`src/bkr_defs.svh`:
```
// register map, field positions, reset values and bus address of the regulator control bank
`ifndef BKR_DEFS_SVH
`define BKR_DEFS_SVH

`define BKR_TARGET_ADDR 7'h60
`define BKR_OFS_SILICON_REV 8'h00
`define BKR_OFS_NV_REV 8'h01
`define BKR_OFS_CORE0_PRIMARY 8'h02
`define BKR_OFS_CORE0_LIMITS 8'h03

`define BKR_BIT_REGULATOR_ON 7
`define BKR_BIT_PIN_GATING 6
`define BKR_BIT_GATE_PIN_CHOICE 5
`define BKR_BIT_ROOF_FLOOR 4
`define BKR_BIT_DISCHARGE 3
`define BKR_BIT_FORCED_PWM 1
`define BKR_BIT_FORCED_MULTIPHASE 0

`define BKR_ILIM_MSB 5
`define BKR_ILIM_LSB 3
`define BKR_SLEW_MSB 2
`define BKR_SLEW_LSB 0

`define BKR_RST_CORE0_PRIMARY 8'hC8
`define BKR_RST_CORE0_LIMITS 8'h3A
`define BKR_BYTE_BITS 8

`endif

```
`src/bkr_pkg.sv`:
```
// types shared by the regulator control bank
package bkr_pkg;

    typedef logic [7:0] bkr_byte_t;

    typedef enum logic [3:0] {
        S_IDLE = 4'h0,
        S_ADDR = 4'h1,
        S_ADDR_ACK = 4'h2,
        S_REG = 4'h3,
        S_REG_ACK = 4'h4,
        S_WDATA = 4'h5,
        S_WDATA_ACK = 4'h6,
        S_RDATA = 4'h7,
        S_RACK = 4'h8
    } bkr_state_e;

endpackage : bkr_pkg

```
`src/bkr_control_regs.sv`:
```
// regulator core control register bank behind a serial two-wire target port
`timescale 1ns/1ps
`include "bkr_defs.svh"

module bkr_control_regs
    import bkr_pkg::*;
#(
    parameter int PHASES = 4,
    parameter logic [1:0] PART_CODE = 2'h2, // arbitrary value
    parameter logic [1:0] LAYER_VERSION = 2'h1, // arbitrary value
    parameter logic [3:0] METAL_SPIN = 4'h3, // arbitrary value
    parameter logic [7:0] NV_VERSION = 8'h5A // arbitrary value
)(
    input wire logic clock,
    input wire logic reset_n,
    input wire logic ce,
    input wire logic scl,
    input wire logic sdaIn,
    output logic sdaOut,
    output logic sdaDrive_n,
    input wire logic firstEnablePin,
    input wire logic secondEnablePin,
    output logic coreOn,
    output logic roofSelect,
    output logic dischargeOn,
    output logic pwmForced,
    output logic multiphaseForced,
    output logic [2:0] forcedPhaseCount,
    output logic [2:0] currentLimitCode,
    output logic [2:0] rampRateCode
);

    if (PHASES < 2 || PHASES > 4)
    begin : g_bad_phases
        $error("bkr_control_regs supports 2 to 4 phases");
    end

    // true when the index selects the given offset
    function automatic logic regHit(input bkr_byte_t idx, input bkr_byte_t ofs);
        regHit = (idx == ofs);
    endfunction : regHit

    bkr_state_e state_r;
    bkr_state_e state_nxt;
    logic sdaLow_r;
    logic sdaLow_nxt;
    bkr_byte_t index_r;
    bkr_byte_t index_nxt;
    bkr_byte_t tx_r;
    bkr_byte_t tx_nxt;
    logic rw_r;
    logic rw_nxt;
    logic hostAck_r;
    bkr_byte_t primary_r;
    bkr_byte_t limits_r;
    logic clearBits;
    logic wrEn;
    logic startSeen;
    logic stopSeen;
    logic sclRise;
    logic sclFall;
    bkr_byte_t rxByte;
    logic rxFull;

    ////////////////////////////////////////////////////////////////////////////
    // line watcher and byte shifter
    bkr_bus_sampler #(
        .BITS(`BKR_BYTE_BITS)
    ) u_sampler (
        .clock(clock),
        .reset_n(reset_n),
        .ce(ce),
        .scl(scl),
        .sdaIn(sdaIn),
        .clearBits(clearBits),
        .startSeen(startSeen),
        .stopSeen(stopSeen),
        .sclRise(sclRise),
        .sclFall(sclFall),
        .rxByte(rxByte),
        .rxFull(rxFull)
    );

    ////////////////////////////////////////////////////////////////////////////
    // register decode and read selection
    wire addrHit = (rxByte[7:1] == `BKR_TARGET_ADDR);
    wire bkr_byte_t siliconRev = {PART_CODE, LAYER_VERSION, METAL_SPIN};
    wire bkr_byte_t readByte =
        regHit(index_r, `BKR_OFS_SILICON_REV) ? siliconRev :
        regHit(index_r, `BKR_OFS_NV_REV) ? NV_VERSION :
        regHit(index_r, `BKR_OFS_CORE0_PRIMARY) ? primary_r :
        regHit(index_r, `BKR_OFS_CORE0_LIMITS) ? limits_r : 8'h00;
    wire wrPrimary = wrEn & regHit(index_r, `BKR_OFS_CORE0_PRIMARY);
    wire wrLimits = wrEn & regHit(index_r, `BKR_OFS_CORE0_LIMITS);

    // control fields of the first core
    wire onBit = primary_r[`BKR_BIT_REGULATOR_ON];
    wire pinGating = primary_r[`BKR_BIT_PIN_GATING];
    wire pinChoice = primary_r[`BKR_BIT_GATE_PIN_CHOICE];
    wire roofFloor = primary_r[`BKR_BIT_ROOF_FLOOR];
    wire dischargeBit = primary_r[`BKR_BIT_DISCHARGE];
    wire pwmBit = primary_r[`BKR_BIT_FORCED_PWM];
    wire mpBit = primary_r[`BKR_BIT_FORCED_MULTIPHASE];
    wire [2:0] limitField = limits_r[`BKR_ILIM_MSB:`BKR_ILIM_LSB];
    wire [2:0] slewField = limits_r[`BKR_SLEW_MSB:`BKR_SLEW_LSB];

    // effective core behaviour from bits and pins
    wire selPin = pinChoice ? secondEnablePin : firstEnablePin;
    wire coreOn_nxt = onBit & (~pinGating | roofFloor | selPin);
    wire roof_nxt = ~(pinGating & roofFloor) | selPin;
    wire discharge_nxt = dischargeBit & ~coreOn_nxt;
    wire pwm_nxt = pwmBit | mpBit;
    wire [2:0] phases_nxt = mpBit ? 3'(PHASES) : 3'h0;

    assign sdaOut = 1'b0;
    assign sdaDrive_n = ~sdaLow_r;

    ////////////////////////////////////////////////////////////////////////////
    // transfer sequencer, acts on falling clock edges
    always_comb
    begin
        state_nxt = state_r;
        sdaLow_nxt = sdaLow_r;
        index_nxt = index_r;
        tx_nxt = tx_r;
        rw_nxt = rw_r;
        clearBits = 1'b0;
        wrEn = 1'b0;
        if (stopSeen)
        begin
            state_nxt = S_IDLE;
            sdaLow_nxt = 1'b0;
        end
        else if (startSeen)
        begin
            state_nxt = S_ADDR;
            sdaLow_nxt = 1'b0;
        end
        else if (sclFall)
        begin
            unique case (state_r)
                S_IDLE: state_nxt = S_IDLE;
                S_ADDR:
                    if (rxFull)
                    begin
                        sdaLow_nxt = addrHit;
                        rw_nxt = rxByte[0];
                        state_nxt = addrHit ? S_ADDR_ACK : S_IDLE;
                    end
                S_ADDR_ACK:
                begin
                    clearBits = 1'b1;
                    if (rw_r)
                    begin
                        tx_nxt = readByte;
                        sdaLow_nxt = ~readByte[7];
                        state_nxt = S_RDATA;
                    end
                    else
                    begin
                        sdaLow_nxt = 1'b0;
                        state_nxt = S_REG;
                    end
                end
                S_REG:
                    if (rxFull)
                    begin
                        index_nxt = rxByte;
                        sdaLow_nxt = 1'b1;
                        state_nxt = S_REG_ACK;
                    end
                S_REG_ACK, S_WDATA_ACK:
                begin
                    clearBits = 1'b1;
                    sdaLow_nxt = 1'b0;
                    state_nxt = S_WDATA;
                end
                S_WDATA:
                    if (rxFull)
                    begin
                        wrEn = 1'b1;
                        index_nxt = index_r + 8'h01;
                        sdaLow_nxt = 1'b1;
                        state_nxt = S_WDATA_ACK;
                    end
                S_RDATA:
                    if (rxFull)
                    begin
                        sdaLow_nxt = 1'b0;
                        state_nxt = S_RACK;
                    end
                    else
                    begin
                        sdaLow_nxt = ~tx_r[6];
                        tx_nxt = {tx_r[6:0], 1'b0};
                    end
                S_RACK:
                begin
                    clearBits = 1'b1;
                    tx_nxt = readByte;
                    sdaLow_nxt = hostAck_r & ~readByte[7];
                    state_nxt = hostAck_r ? S_RDATA : S_IDLE;
                end
                default: state_nxt = S_IDLE;
            endcase
        end
    end

    // sequencer state
    always_ff @(posedge clock or negedge reset_n)
    begin
        if (!reset_n)
        begin
            state_r <= S_IDLE;
            sdaLow_r <= 1'b0;
            index_r <= 8'h00;
            tx_r <= 8'h00;
            rw_r <= 1'b0;
        end
        else if (ce)
        begin
            state_r <= state_nxt;
            sdaLow_r <= sdaLow_nxt;
            index_r <= index_nxt;
            tx_r <= tx_nxt;
            rw_r <= rw_nxt;
        end
    end

    // host acknowledge after each read byte
    always_ff @(posedge clock or negedge reset_n)
    begin
        if (!reset_n)
            hostAck_r <= 1'b0;
        else if (ce && sclRise && state_r == S_RACK)
            hostAck_r <= ~sdaIn;
    end

    ////////////////////////////////////////////////////////////////////////////
    // writable control registers, whole byte kept
    always_ff @(posedge clock or negedge reset_n)
    begin
        if (!reset_n)
        begin
            primary_r <= `BKR_RST_CORE0_PRIMARY;
            limits_r <= `BKR_RST_CORE0_LIMITS;
        end
        else if (ce)
        begin
            if (wrPrimary)
                primary_r <= rxByte;
            if (wrLimits)
                limits_r <= rxByte;
        end
    end

    // registered core control outputs
    always_ff @(posedge clock or negedge reset_n)
    begin
        if (!reset_n)
        begin
            coreOn <= 1'b0;
            roofSelect <= 1'b1;
            dischargeOn <= 1'b1;
            pwmForced <= 1'b0;
            multiphaseForced <= 1'b0;
            forcedPhaseCount <= 3'h0;
            currentLimitCode <= 3'h7;
            rampRateCode <= 3'h2;
        end
        else if (ce)
        begin
            coreOn <= coreOn_nxt;
            roofSelect <= roof_nxt;
            dischargeOn <= discharge_nxt;
            pwmForced <= pwm_nxt;
            multiphaseForced <= mpBit;
            forcedPhaseCount <= phases_nxt;
            currentLimitCode <= limitField;
            rampRateCode <= slewField;
        end
    end

    ////////////////////////////////////////////////////////////////////////////
    // checks on the control outputs and the sequencer
    a_core_off_bit: assert property (@(posedge clock) disable iff (!reset_n)
        ce && !onBit |=> !coreOn)
        else $error("core on while on bit clear");

    a_pin_gate_and: assert property (@(posedge clock) disable iff (!reset_n)
        ce && onBit && pinGating && !roofFloor && !selPin |=> !coreOn)
        else $error("gated core on with pin low");

    a_pin_choice_second: assert property (@(posedge clock) disable iff (!reset_n)
        ce && onBit && pinGating && !roofFloor && pinChoice |=> coreOn == $past(secondEnablePin))
        else $error("second pin does not gate core");

    a_roof_floor_level: assert property (@(posedge clock) disable iff (!reset_n)
        ce && onBit && pinGating && roofFloor |=> coreOn && roofSelect == $past(selPin))
        else $error("roof floor selection wrong");

    a_discharge_when_off: assert property (@(posedge clock) disable iff (!reset_n)
        ce |=> dischargeOn == ($past(dischargeBit) && !coreOn))
        else $error("discharge resistor state wrong");

    a_multiphase_forced: assert property (@(posedge clock) disable iff (!reset_n)
        ce && mpBit |=> pwmForced && forcedPhaseCount == 3'(PHASES))
        else $error("multiphase does not force pwm");

    a_limit_follows: assert property (@(posedge clock) disable iff (!reset_n)
        ce && wrLimits ##1 ce |=> currentLimitCode == $past(rxByte[`BKR_ILIM_MSB:`BKR_ILIM_LSB], 2))
        else $error("current limit not applied");

    a_id_read_value: assert property (@(posedge clock) disable iff (!reset_n)
        ce && sclFall && state_r == S_ADDR_ACK && rw_r && index_r == `BKR_OFS_NV_REV
        |=> tx_r == NV_VERSION)
        else $error("revision read wrong");

    a_write_index_step: assert property (@(posedge clock) disable iff (!reset_n)
        ce && wrEn |=> index_r == 8'($past(index_r) + 8'h01) && sdaLow_r)
        else $error("write index did not advance");

    a_read_index_hold: assert property (@(posedge clock) disable iff (!reset_n)
        state_r == S_RDATA && !startSeen |=> index_r == $past(index_r))
        else $error("read advanced index");

    a_addr_ack: assert property (@(posedge clock) disable iff (!reset_n)
        ce && state_r == S_ADDR && rxFull && sclFall && !startSeen && !stopSeen && addrHit
        |=> sdaLow_r && state_r == S_ADDR_ACK)
        else $error("address not acknowledged");

    a_stop_release: assert property (@(posedge clock) disable iff (!reset_n)
        ce && stopSeen |=> !sdaLow_r && state_r == S_IDLE)
        else $error("stop did not release data line");

endmodule : bkr_control_regs

```
`src/bkr_bus_sampler.sv`:
```
// serial bus line watcher: start/stop detection, clock edges and byte shifter
`timescale 1ns/1ps
`include "bkr_defs.svh"

module bkr_bus_sampler
    import bkr_pkg::*;
#(
    parameter int BITS = `BKR_BYTE_BITS
)(
    input wire logic clock,
    input wire logic reset_n,
    input wire logic ce,
    input wire logic scl,
    input wire logic sdaIn,
    input wire logic clearBits,
    output logic startSeen,
    output logic stopSeen,
    output logic sclRise,
    output logic sclFall,
    output bkr_byte_t rxByte,
    output logic rxFull
);

    if (BITS != 8)
    begin : g_bad_bits
        $error("bkr_bus_sampler serves 8-bit bytes only");
    end

    logic sclPrev_r;
    logic sdaPrev_r;
    logic [3:0] count_r;
    bkr_byte_t shift_r;

    ////////////////////////////////////////////////////////////////////////////
    // line events, from previous and present levels
    assign startSeen = sclPrev_r & scl & sdaPrev_r & ~sdaIn;
    assign stopSeen = sclPrev_r & scl & ~sdaPrev_r & sdaIn;
    assign sclRise = ~sclPrev_r & scl;
    assign sclFall = sclPrev_r & ~scl;
    assign rxFull = (count_r == 4'(BITS));
    assign rxByte = shift_r;

    ////////////////////////////////////////////////////////////////////////////
    // previous line levels, idle bus is high
    always_ff @(posedge clock or negedge reset_n)
    begin
        if (!reset_n)
        begin
            sclPrev_r <= 1'b1;
            sdaPrev_r <= 1'b1;
        end
        else if (ce)
        begin
            sclPrev_r <= scl;
            sdaPrev_r <= sdaIn;
        end
    end

    // bit count and msb-first shift on rising clock
    always_ff @(posedge clock or negedge reset_n)
    begin
        if (!reset_n)
        begin
            count_r <= 4'h0;
            shift_r <= 8'h00;
        end
        else if (ce)
        begin
            if (startSeen || clearBits)
            begin
                count_r <= 4'h0;
            end
            else if (sclRise && !rxFull)
            begin
                count_r <= count_r + 4'h1;
                shift_r <= {shift_r[6:0], sdaIn};
            end
        end
    end

endmodule : bkr_bus_sampler

```
`config.mk`:
```
export PLATFORM = sky130hd
export DESIGN_NAME = bkr_control_regs
export DESIGN_NICKNAME = d
export VERILOG_FILES = /design/src/bkr_pkg.sv /design/src/bkr_control_regs.sv /design/src/bkr_bus_sampler.sv
export VERILOG_INCLUDE_DIRS = /design/src
export SDC_FILE = /design/constraint.sdc
export NUM_CORES = 1
export LEC_CHECK = 0
export ABC_AREA = 1
export BUFFER_PORTS_ARGS = -buffer_cell sky130_fd_sc_hd__buf_2
export CAP_MARGIN = 20
export CORE_MARGIN = 2
export CORE_UTILIZATION = 42
export CTS_CLUSTER_DIAMETER = 200
export DETAILED_ROUTE_END_ITERATION = 6
export GPL_ROUTABILITY_DRIVEN = 1
export PLACE_DENSITY = 0.68
export SYNTH_ARGS = -nofsm -noshare
export SYNTH_HDL_FRONTEND = slang
export SYNTH_SLANG_ARGS = --single-unit
```
`constraint.sdc`:
```
create_clock -name clock -period 2.1 [get_ports clock]
set_input_delay 0.21 -clock clock [delete_from_list [all_inputs] [get_ports clock]]
set_output_delay 0.21 -clock clock [all_outputs]
set_load 0.01 [all_outputs]
```
# Yosys cells after proc, flatten, opt, wreduce, memory -nomap -nowiden
# Index checks and enable logic that the tools add are counted.
classes:
  addsub: 2
  eq_ne: 22
  muxes: 42
  bitwise: 30
  n_reduce_logical: 23
op_table:
  columns: ["op", "count"]
  rows:
  - ["2-to-1 mux 8 bit", 6]
  - ["2-to-1 mux 4 bit", 9]
  - ["one-hot mux 4 bit (7 select lines)", 1]
  - ["one-hot mux 7 bit (3 select lines)", 1]
  - ["2-to-1 mux 1 bit", 17]
  - ["== test 4 x 3 -> 1 bit, second input constant", 4]
  - ["== test 8 x 2 -> 1 bit, second input constant", 2]
  - ["inequality test 4 x 2 -> 1 bit, second input constant", 4]
  - ["one-hot mux 8 bit (2 select lines)", 1]
  - ["2-to-1 mux 7 bit", 2]
  - ["AND reduction 7 bit", 2]
  - ["AND 1 bit", 13]
  - ["NOT 1 bit", 13]
  - ["AND reduction 6 bit", 2]
  - ["2-to-1 mux 3 bit", 3]
  - ["adder 8 x 1 -> 8 bit, second input constant", 1]
  - ["== test 4 x 2 -> 1 bit, second input constant", 2]
  - ["== test 4 bit, second input constant", 2]
  - ["== test 8 x 1 -> 1 bit, second input constant", 1]
  - ["logical NOT 8 bit", 1]
  - ["nonzero test 8 bit", 1]
  - ["== test 7 bit, second input constant", 1]
  - ["one-hot mux 1 bit (6 select lines)", 1]
  - ["AND reduction 2 bit", 3]
  - ["16 further kinds", 26]
word_totals:
  ff_bits: 66
  output_inout_bits: 16

# Depth between registers and ports, before layout
# Gate-level depths: netlist (run 1).
logic_depth:
  word_depth: 11
  ltp_mapped: 11
  depth_no_buf: 11

# Cells and area by module
# A second synthesis (run 1) with hierarchy kept.
hier_totals:
  hier_cells: 466
  area_unflattened_um2: 3607.2
by_module_without_submodules:
  columns: ["module", "n_inst", "cells_each", "area_per_inst_um2", "seq_area_each_um2"]
  rows:
  - ["bkr_control_regs", 1, 380, 2905.3, 1242.4]
  - ["bkr_bus_sampler", 1, 86, 701.9, 352.8]

# Worst setup path before layout (run 1)
# OpenSTA, ideal clock, no wires.
synth_timing:
  kind: "register to register"
  startpoint: "register index_r[0]"
  endpoint: "register primary_r[5]"
  setup_ns: 0.121
  arrival_ns: 1.402
  required_ns: 1.979
  slack_ns: 0.577
  stages_incl_launch_ff: 9
  n_path_buf: 1
  synth_period_minus_slack_ns: 1.523
  path_cell_list: "dfrtp_1 > inv_1 > ha_1 > nand2_1 > nor2_4 > nand3_2 > buf_2 > nand2_1 > o21ai_1"
synth_between:
  elab_chain_len: 3
synth_lines:
  columns: ["element", "line", "rtl"]
  rows:
  - ["from (decl)", "bkr_control_regs.sv:47", "bkr_byte_t index_r;"]
  - ["from (signal assigned)", "bkr_control_regs.sv:224", "index_r <= index_nxt;"]
  - ["== test 8 x 2 -> 1 bit", "bkr_control_regs.sv:40", "regHit = (idx == ofs);"]
  - ["AND 1 bit", "bkr_control_regs.sv:93", "wire wrPrimary = wrEn & regHit(index_r, `BKR_OFS_CORE0_PRIMARY);"]
  - ["AND reduction 2 bit (no line)", null, null]
  - ["to (signal assigned)", "bkr_control_regs.sv:245", "primary_r <= `BKR_RST_CORE0_PRIMARY;"]
  - ["to (signal assigned)", "bkr_control_regs.sv:251", "primary_r <= rxByte;"]
  - ["to (decl)", "bkr_control_regs.sv:54", "bkr_byte_t primary_r;"]
# No other way between the ends.
# A chain may end at the register's enable or synchronous reset.

# Worst setup path in the final report (run 1)
layout_timing:
  startpoint: "register index_r[0]"
  endpoint: "register primary_r[2]"
# The elaborated chain is that of the path after synthesis.

==> out/summary.md, run 1 <==
The distinct cell type count after synthesis was 37; the area of the die was 0.00895 mm^2. The cell row count was 33; the number of buffers and inverters on the critical path was 1. For the power consumption, the log shows 2.75 mW. The overall track demand over capacity in global routing is 19.2%, and the worst hold slack is 0.106 ns. Dividing the detail-routed wire length by the instance count gives 13.3 um. The maximum count of clock buffers along a single path was 2.

The top cell types in the final layout, fill and taps aside, are 135 x nand2_1, 49 x inv_1, 48 x dfrtp_1. For the number of warning messages in the yosys log, the log shows 0. The flow ran to the end, and the final reports show no timing, DRC or antenna violations. For the final routed database, the setup TNS stands at 0 ns. STA puts the critical path data required time at 2.32 ns.

The cell type of the slowest stage on the worst timing path was dfrtp_1. Compared with the post-synthesis result, the final layout area differs by 11.2%. Worst voltage drop across the vdd grid: 0.310 mV. The synthesized design contains 63 register bits. The layout has 807 filler cells. Setup violations remaining at the end of the flow were counted as 0.

Number of design rule violations left after detail routing: 0. The area taken by flip-flops and latches was 0.00160 mm^2; the proportion of register bits with asynchronous set or reset after synthesis was 100%. The quantity of I/O buffers inserted on ports came out at 19. Among the stages of the critical path, the cell type that occurs most often is nand2_1. Measured against its own limit, the worst slew margin works out to 65.7%.

STA classifies the critical path endpoint as a flip-flop. The congestion estimate from routability-driven global placement came to 0.928. The pre-antenna-repair detailed-routing pass consisted of 4 iterations.

The routed layout has 2899 vias. Summed over all instances, the cell type with the most area after synthesis is dfrtp_1. Along the worst path, the maximum fanout reaches 16. The overall die height came out at 94.6 um. The repair_antennas step left the layout with diodes totalling 0. The fraction of layout cells with a size suffix above 1 was 17.3%; the number of global-route vias before repair was 2810.

By area the synthesized netlist is led by dfrtp_1 35%, nand2_1 15%, dfstp_2 11%. In the routed layout, each cell is associated on average with a via count of 5.01. Global routing finished with a remaining overflow of 0.

Setup repair after global routing left no endpoint under its margin. The boundary pin count was 23. The number of standard cells in the layout, taps in and fillers out was 579; the clock network latency to the later pin of the worst-skew pair was 0.35 ns.

The cell family contributing the most delay on the critical path is simple AND/OR/NAND/NOR gates. The critical path class is flip-flop to flip-flop. The gate count of the mapped netlist came out at 447.

The number of hold violations in the final report is 0. The count of flip-flops with a built-in enable after synthesis came out at 0. The clock net in this run drives a total of 63 sinks. Counting I/O delays and the setup requirement, the final critical path takes 1.71 ns. The maximum clock rate was 585 MHz. The max-slew violation count was 0. Clock tree synthesis inserted a total of 9 buffers. The first global-routing pass estimated 13100 um of wire. CTS built an H-tree with a depth of 3. Final layout net count: 482. After synthesis, flip-flops and latches occupy 46.2% of the total area. The tightest min-delay check is of the input pin to flip-flop type. Slew at the pin closest to its max-slew limit: 0.515 ns. Setup slack closes at 0.392 ns.

The post-route antenna net violation count came out at 0. TritonCTS built the clock tree. Among all flip-flop cells after synthesis, the most frequent one is dfrtp_1. The tools report the number of antenna violations at the first check in global routing as 0.

After synthesis, the largest area contributor takes up 34.8% of total cell area. The power per cell area came out at 718 mW/mm^2. The mean instance size in the synthesized netlist is 7.72 um^2, and the detailed placer's ending HPWL is 5780 um. Including well taps, the total number of placed cells is 562. Traced cell by cell, the critical path runs through inv_1 > ha_1 > nand2_1 > nor2_4 > nand3_2 > nand2_1 > o21ai_1. The share of the cycle needed by the critical path after routing is 81.4%.

The root buffer cell chosen for the clock tree is clkbuf_8. The most common cell after layout, fill and taps aside is nand2_1. The delay of the slowest critical-path stage was 0.43 ns. After clock tree synthesis, the clock-pin slew on the worst setup and hold paths is 0.07 ns. For this block, the initial DRC count from the detailed router was 143. The floorplan step defined a core boundary enclosing 0.00809 mm^2.

In this run the horizontal extent of the chip is 94.6 um. In this run the static leakage power is 1.93 nW. For the final database, setup skew stands at 0.00765 ns. For this configuration, the core starts out at a cell density of 42.6%. Max-cap violations in this run came to 0. The cell area after synthesis was 0.00345 mm^2.

For the largest net degree at the start of global routing, the log shows 44. The run gives 0 as the number of setup buffers added after CTS. The multi-input combinational cells in the finished layout cover a total of 0.00157 mm^2. Before CTS, the worst setup slack after placement is 0.390 ns. STA classifies the critical path startpoint as a flip-flop.

The logs give 7720 um for the wire length after detailed routing and 1.93 ns for the critical path arrival.
area by class of cell:
cell class                 count  area share [%]
clock inverter                 6            1.11
sequential                    63            41.6
timing repair buffer          22            3.46
tap                          105            3.42
inverter                      55            5.51
clock buffer                  10            3.88
multi-input combinational    318            41.0
flip-flops by register name, summed over array words and instances (netlist names), 3 cells and up:
signal,cells
currentLimitCode,3
limits_r,8
rampRateCode,3
tx_r,7
primary_r,8
index_r,8
u_sampler.rxByte,8
u_sampler.count_r,4
state_r,4
timing repair:
action,in CTS,in global routing
endpoints found under the hold margin,16,0
hold buffers,1,0
resized for setup,0,0
through the flow:
step,utilization [%],cell area [um^2]
finish,47.4,3840
global route,47.4,3840
CTS,47.4,3840
detailed placement,44.9,3630
global placement,44.9,3630
floorplan,-,3460
cells by family after synthesis:
family / count (synthesis) / synth area share, %
AND/OR/NAND/NOR: 228 / 29.9
AO/OA/AOI/OAI: 76 / 11.9
buffers and inverters: 68 / 8.34
flip-flops: 63 / 46.2
adder cells (fa/ha/maj): 6 / 2.18
XOR/XNOR: 4 / 1.02
other: 1 / 0.109
multiplexers: 1 / 0.290
metal layers:
layer / global-route usage, % / part of all wire [%] / wire (um) / vias to the layer above
met5: 0 / 0 / 0 / -
met4: 8.45 / 2.2 / 170 / 0
met3: 4.47 / 5.0 / 386 / 17
met2: 29.5 / 44 / 3430 / 81
met1: 25.9 / 48 / 3730 / 1331
li1: - / - / - / 1470
worst register-to-register path, delay by kind of cell (launching register included):
| family | cells | cell delay, ns |
|---|---|---|
| fa+ha+maj | 1 | 0.19 |
| compound gates | 1 | 0.07 |
| buf+inv | 1 | 0.12 |
| simple gates | 4 | 0.78 |
| flops | 1 | 0.43 |
path summary, 6_finish.rpt:
kind / start / to / slack [ns] / cells past startpoint
setup / recovery: index_r[0]$_DFFE_PN0P_ / primary_r[2]$_DFFE_PN0P_ / 0.39 / 7
setup reg to reg: index_r[0]$_DFFE_PN0P_ / primary_r[2]$_DFFE_PN0P_ / 0.39 / 7
max in group asynchronous: reset_n / primary_r[7]$_DFFE_PN1P_ / 1.07 / 3
hold / removal: sdaIn / hostAck_r$_DFFE_PN0P_ / 0.11 / 2
min in group asynchronous: reset_n / hostAck_r$_DFFE_PN0P_ / 0.36 / 2
hold reg to reg: rampRateCode[1]$_DFFE_PN1P_ / rampRateCode[1]$_DFFE_PN1P_ / 0.46 / 2
cells in the mapped netlist (2+ instances only):
library cell	n
nand4_1	4
nand3_2	2
inv_2	4
nand2_2	2
buf_4	6
a21oi_1	19
nor2_4	6
nor2_1	35
nor2_2	8
xor2_1	3
nand3_1	29
nand2_1	135
clkbuf_1	3
o211ai_1	2
a31oi_1	3
dfstp_2	15
nor3_1	2
inv_4	2
nand2_4	2
inv_1	49
o21ai_1	19
dfrtp_1	48
ha_1	6
buf_2	4
o21ai_0	27
where the power goes:
part	internal [mW]	switching [mW]	leakage (nW)
Sequential	1.30	0.0920	0.789
Clock	0.501	0.505	0.0938
Combinational	0.118	0.234	1.05
(Power assumes the default switching activity.)
==> run 2: changes to the inputs <==
clock period = 1.6 ns   (was 2.1 ns; I/O delays follow)
==> run 2 against run 1 <==
  * The run now ends with setup timing left
  * Wire length up 12%
  * Total power rose by 34%
  * Design area rose by 12%
  * Maximum frequency increased by 5.3%
  * Die area unchanged
  * Critical path type unchanged
  * Largest power group unchanged
==> out/summary.md, run 2 (synthesized netlist as in run 1, its figures left out) <==
The number of buffers and inverters on the critical path is 2. After the first detailed-routing iteration, the DRC count stood at 165. Leaving out fill and tap cells, the most frequent cell in the layout is nand2_1. The signal on the critical path passes through inv_2 > nor2_4 > nand2_2 > nor2_4 > buf_6 > nand4_4 > o21ai_1.

The total global routing overflow came out at 0. The width of the chip works out to 94.6 um. The launch point of the worst hold path was sdaIn. Port buffering added 19 buffers.

The share of the cycle needed by the critical path after routing works out to 101%. Compared with the post-synthesis result, the final layout area differs by 24.6%. At the worst endpoint, the arrival time is 1.89 ns. The worst register-to-register path ends at limits_r[2]$_DFFE_PN0P_. Broken down by cell family, the worst path's largest delay share belongs to simple AND/OR/NAND/NOR gates. Entering global routing, the biggest net connects 31 pins. The wire length after detailed routing was 8650 um. The core area is 0.00809 mm^2. Counting the fill cells in the layout gives 777. The number of placed instances, taps included, is 585. The max-slew violation count is 0.

Clock tree synthesis selected as its root buffer the cell clkbuf_8. On the final layout, the worst clock skew is 0.00862 ns. For this run, the detailed router's first-pass iteration total came to 4. The run finished, with violations left. Leaving out fill and tap cells, the most frequent cells in the layout are 119 x nand2_1, 44 x inv_1, 44 x dfrtp_1. The run gives 2876 as the number of global-route vias before repair. For this run, the top clock speed supported by timing is 616 MHz.

The setup check on the worst reg-to-reg path leaves a slack of -0.02 ns. Summed over all nets, the half-perimeter wirelength after detailed placement is 5980 um. The logs give 13500 um for the global-route wire length before repair and 0.00895 mm^2 for the area of the die. Setup violations remaining at the end of the flow were counted as 6.

Critical path class: flip-flop to flip-flop. Most used cell along the critical path: nor2_4. The capturing element type of the critical path is a flip-flop.

Category of the worst setup path launch point: a flip-flop. The largest single stage delay on the critical path is 0.57 ns. Number of hold violations in the final report: 0. The count of cells in the finished layout, fillers not included, comes to 612.

The endpoint of the worst hold-timing path is hostAck_r$_DFFE_PN0P_. Global routing used 19.5% of the available tracks across all layers. TritonCTS built the clock tree. The worst hold-check path type is input pin to flip-flop.

The setup slack of the critical path after layout is -0.0224 ns, and the number of antenna violations at the first check in global routing is 0. The overall die height was 94.6 um. The logs give 0.427 mV for the worst voltage drop across the vdd grid and -0.00908 ns for the worst slack after detailed placement. Max-cap violations in this run came to 0.

The final design area excluding fillers is 0.00430 mm^2. The tools report the post-detailed-placement cell area as 0.00384 mm^2. The origin of the worst setup path was u_sampler.sclPrev_r$_DFFE_PN1P_. For the worst flop-to-flop path, the logic depth is 7. In the final design database the tool counted 515 nets.

The number of clock sinks is 63, and the number of instances on the worst hold path is 2. The clock tree synthesis step divided the H-tree into 3 levels. After detailed routing, the number of remaining DRC violations is 0.

The clock transition at the registers of the reported paths works out to 0.08 ns. STA puts the critical path data required time at 1.87 ns. Buffers inserted during clock tree synthesis total 9. For this design the static power due to leakage is 2.13 nW. The routed design could run at a clock period as short as 1.62 ns. The tools report the worst hold slack as 0.0418 ns.

The repair_antennas step left the layout with diodes totalling 0. The launch point of the worst reg-to-reg path is u_sampler.sclPrev_r$_DFFE_PN1P_. The initial utilization of the core area, before any placement, comes to 42.6%. The maximum count of clock buffers along a single path is 2.

The run gives 0.888 as the placer's final routability congestion estimate. Power spread over the standard cell area amounts to 858 mW/mm^2. The highest fanout seen on the critical path was 8. The final reports fail on setup timing. The detailed router placed 3112 vias in this run.

The later pin in the worst-skew pair is clocked with a latency of 0.34 ns. Cells with a size suffix above 1 make up 32.1% of the layout. The ratio of routed vias to standard cells came out at 5.08. The detail route stage leaves a number of antenna-violating nets equal to 0. Dividing the detail-routed wire length by the instance count gives 14.1 um. In this run the core area contains 33 standard-cell rows. 23 I/O pins were placed.

Setup repair after global routing could not meet its margin everywhere. The slowest stage of the critical path is the dfstp_2 cell.
run 2: changes by cell type in the layout (fill, tap and decap cells not counted), moves of 5 or more:
cell / previous run / this run
buf_4: 1 / 27
inv_1: 49 / 44
nand2_1: 135 / 119
nand2_2: 2 / 17
nor2_1: 35 / 30
nor2_4: 6 / 11
o21ai_1: 19 / 13
o21ai_2: 1 / 9
run 2: routing by layer:
layer	global-route usage [%]	share of wire, %	vias up
met5	0	0	-
met4	7.73	2.4	0
met3	3.43	3.9	19
met2	30.7	49	63
met1	26.5	45	1490
li1	-	-	1540
run 2: cell type report:
cell class / instances / area, um^2 / area share [%]
inverters: 55 / 214 / 4.98
clock buffers: 9 / 124 / 2.88
flip-flops and latches: 63 / 1600 / 37.2
repair buffers: 53 / 410 / 9.55
clock inverters: 7 / 48.8 / 1.14
well taps: 105 / 131 / 3.06
multi-input cells: 320 / 1770 / 41.2
run 2: power breakdown:
part / internal, mW / switching, mW
clock network: 0.560 / 0.674
registers: 1.71 / 0.102
logic: 0.254 / 0.384
total: 2.53 / 1.16
run 2: how the worst max path moves through the flow:
stage,slack (ns),to,cells past startpoint
finish,-0.02,limits_r[2]$_DFFE_PN0P_,7
floorplan,0.08,primary_r[5]$_DFFE_PN0P_,8
CTS,-0.005,limits_r[6]$_DFFE_PN0P_,7
global route,-0.12,limits_r[1]$_DFFE_PN1P_,8
global placement,0.03,index_r[3]$_DFFE_PN0P_,8
detailed placement,-0.009,index_r[3]$_DFFE_PN0P_,8
run 2: repair_timing:
| action | in CTS | in global routing |
|---|---|---|
| hold buffers | 1 | 0 |
| endpoints found under the setup margin | 2 | 39 |
| hold endpoints to repair | 14 | 0 |
| resized for setup | 3 | 59 |
| pin swaps | 1 | 14 |
| gates cloned | 0 | 2 |
| buffers inserted | 1 | 7 |
run 2: worst reg2reg max path: stages, from the launching register on:
cell	delay, ns
dfstp_2	0.57
inv_2	0.06
nor2_4	0.10
nand2_2	0.09
nor2_4	0.25
buf_6	0.15
nand4_4	0.16
o21ai_1	0.18
run 2: per-stage QoR:
stage	TNS, ns	power [mW]	util, %
2_1_floorplan	0	2.16	-
3_3_place_gp	0	2.39	47.5
3_5_place_dp	-0.0166	2.41	47.5
4_1_cts	-0.00466	3.66	50.0
5_1_grt	-2.05	3.89	53.1
6_report	-0.0908	3.69	53.1
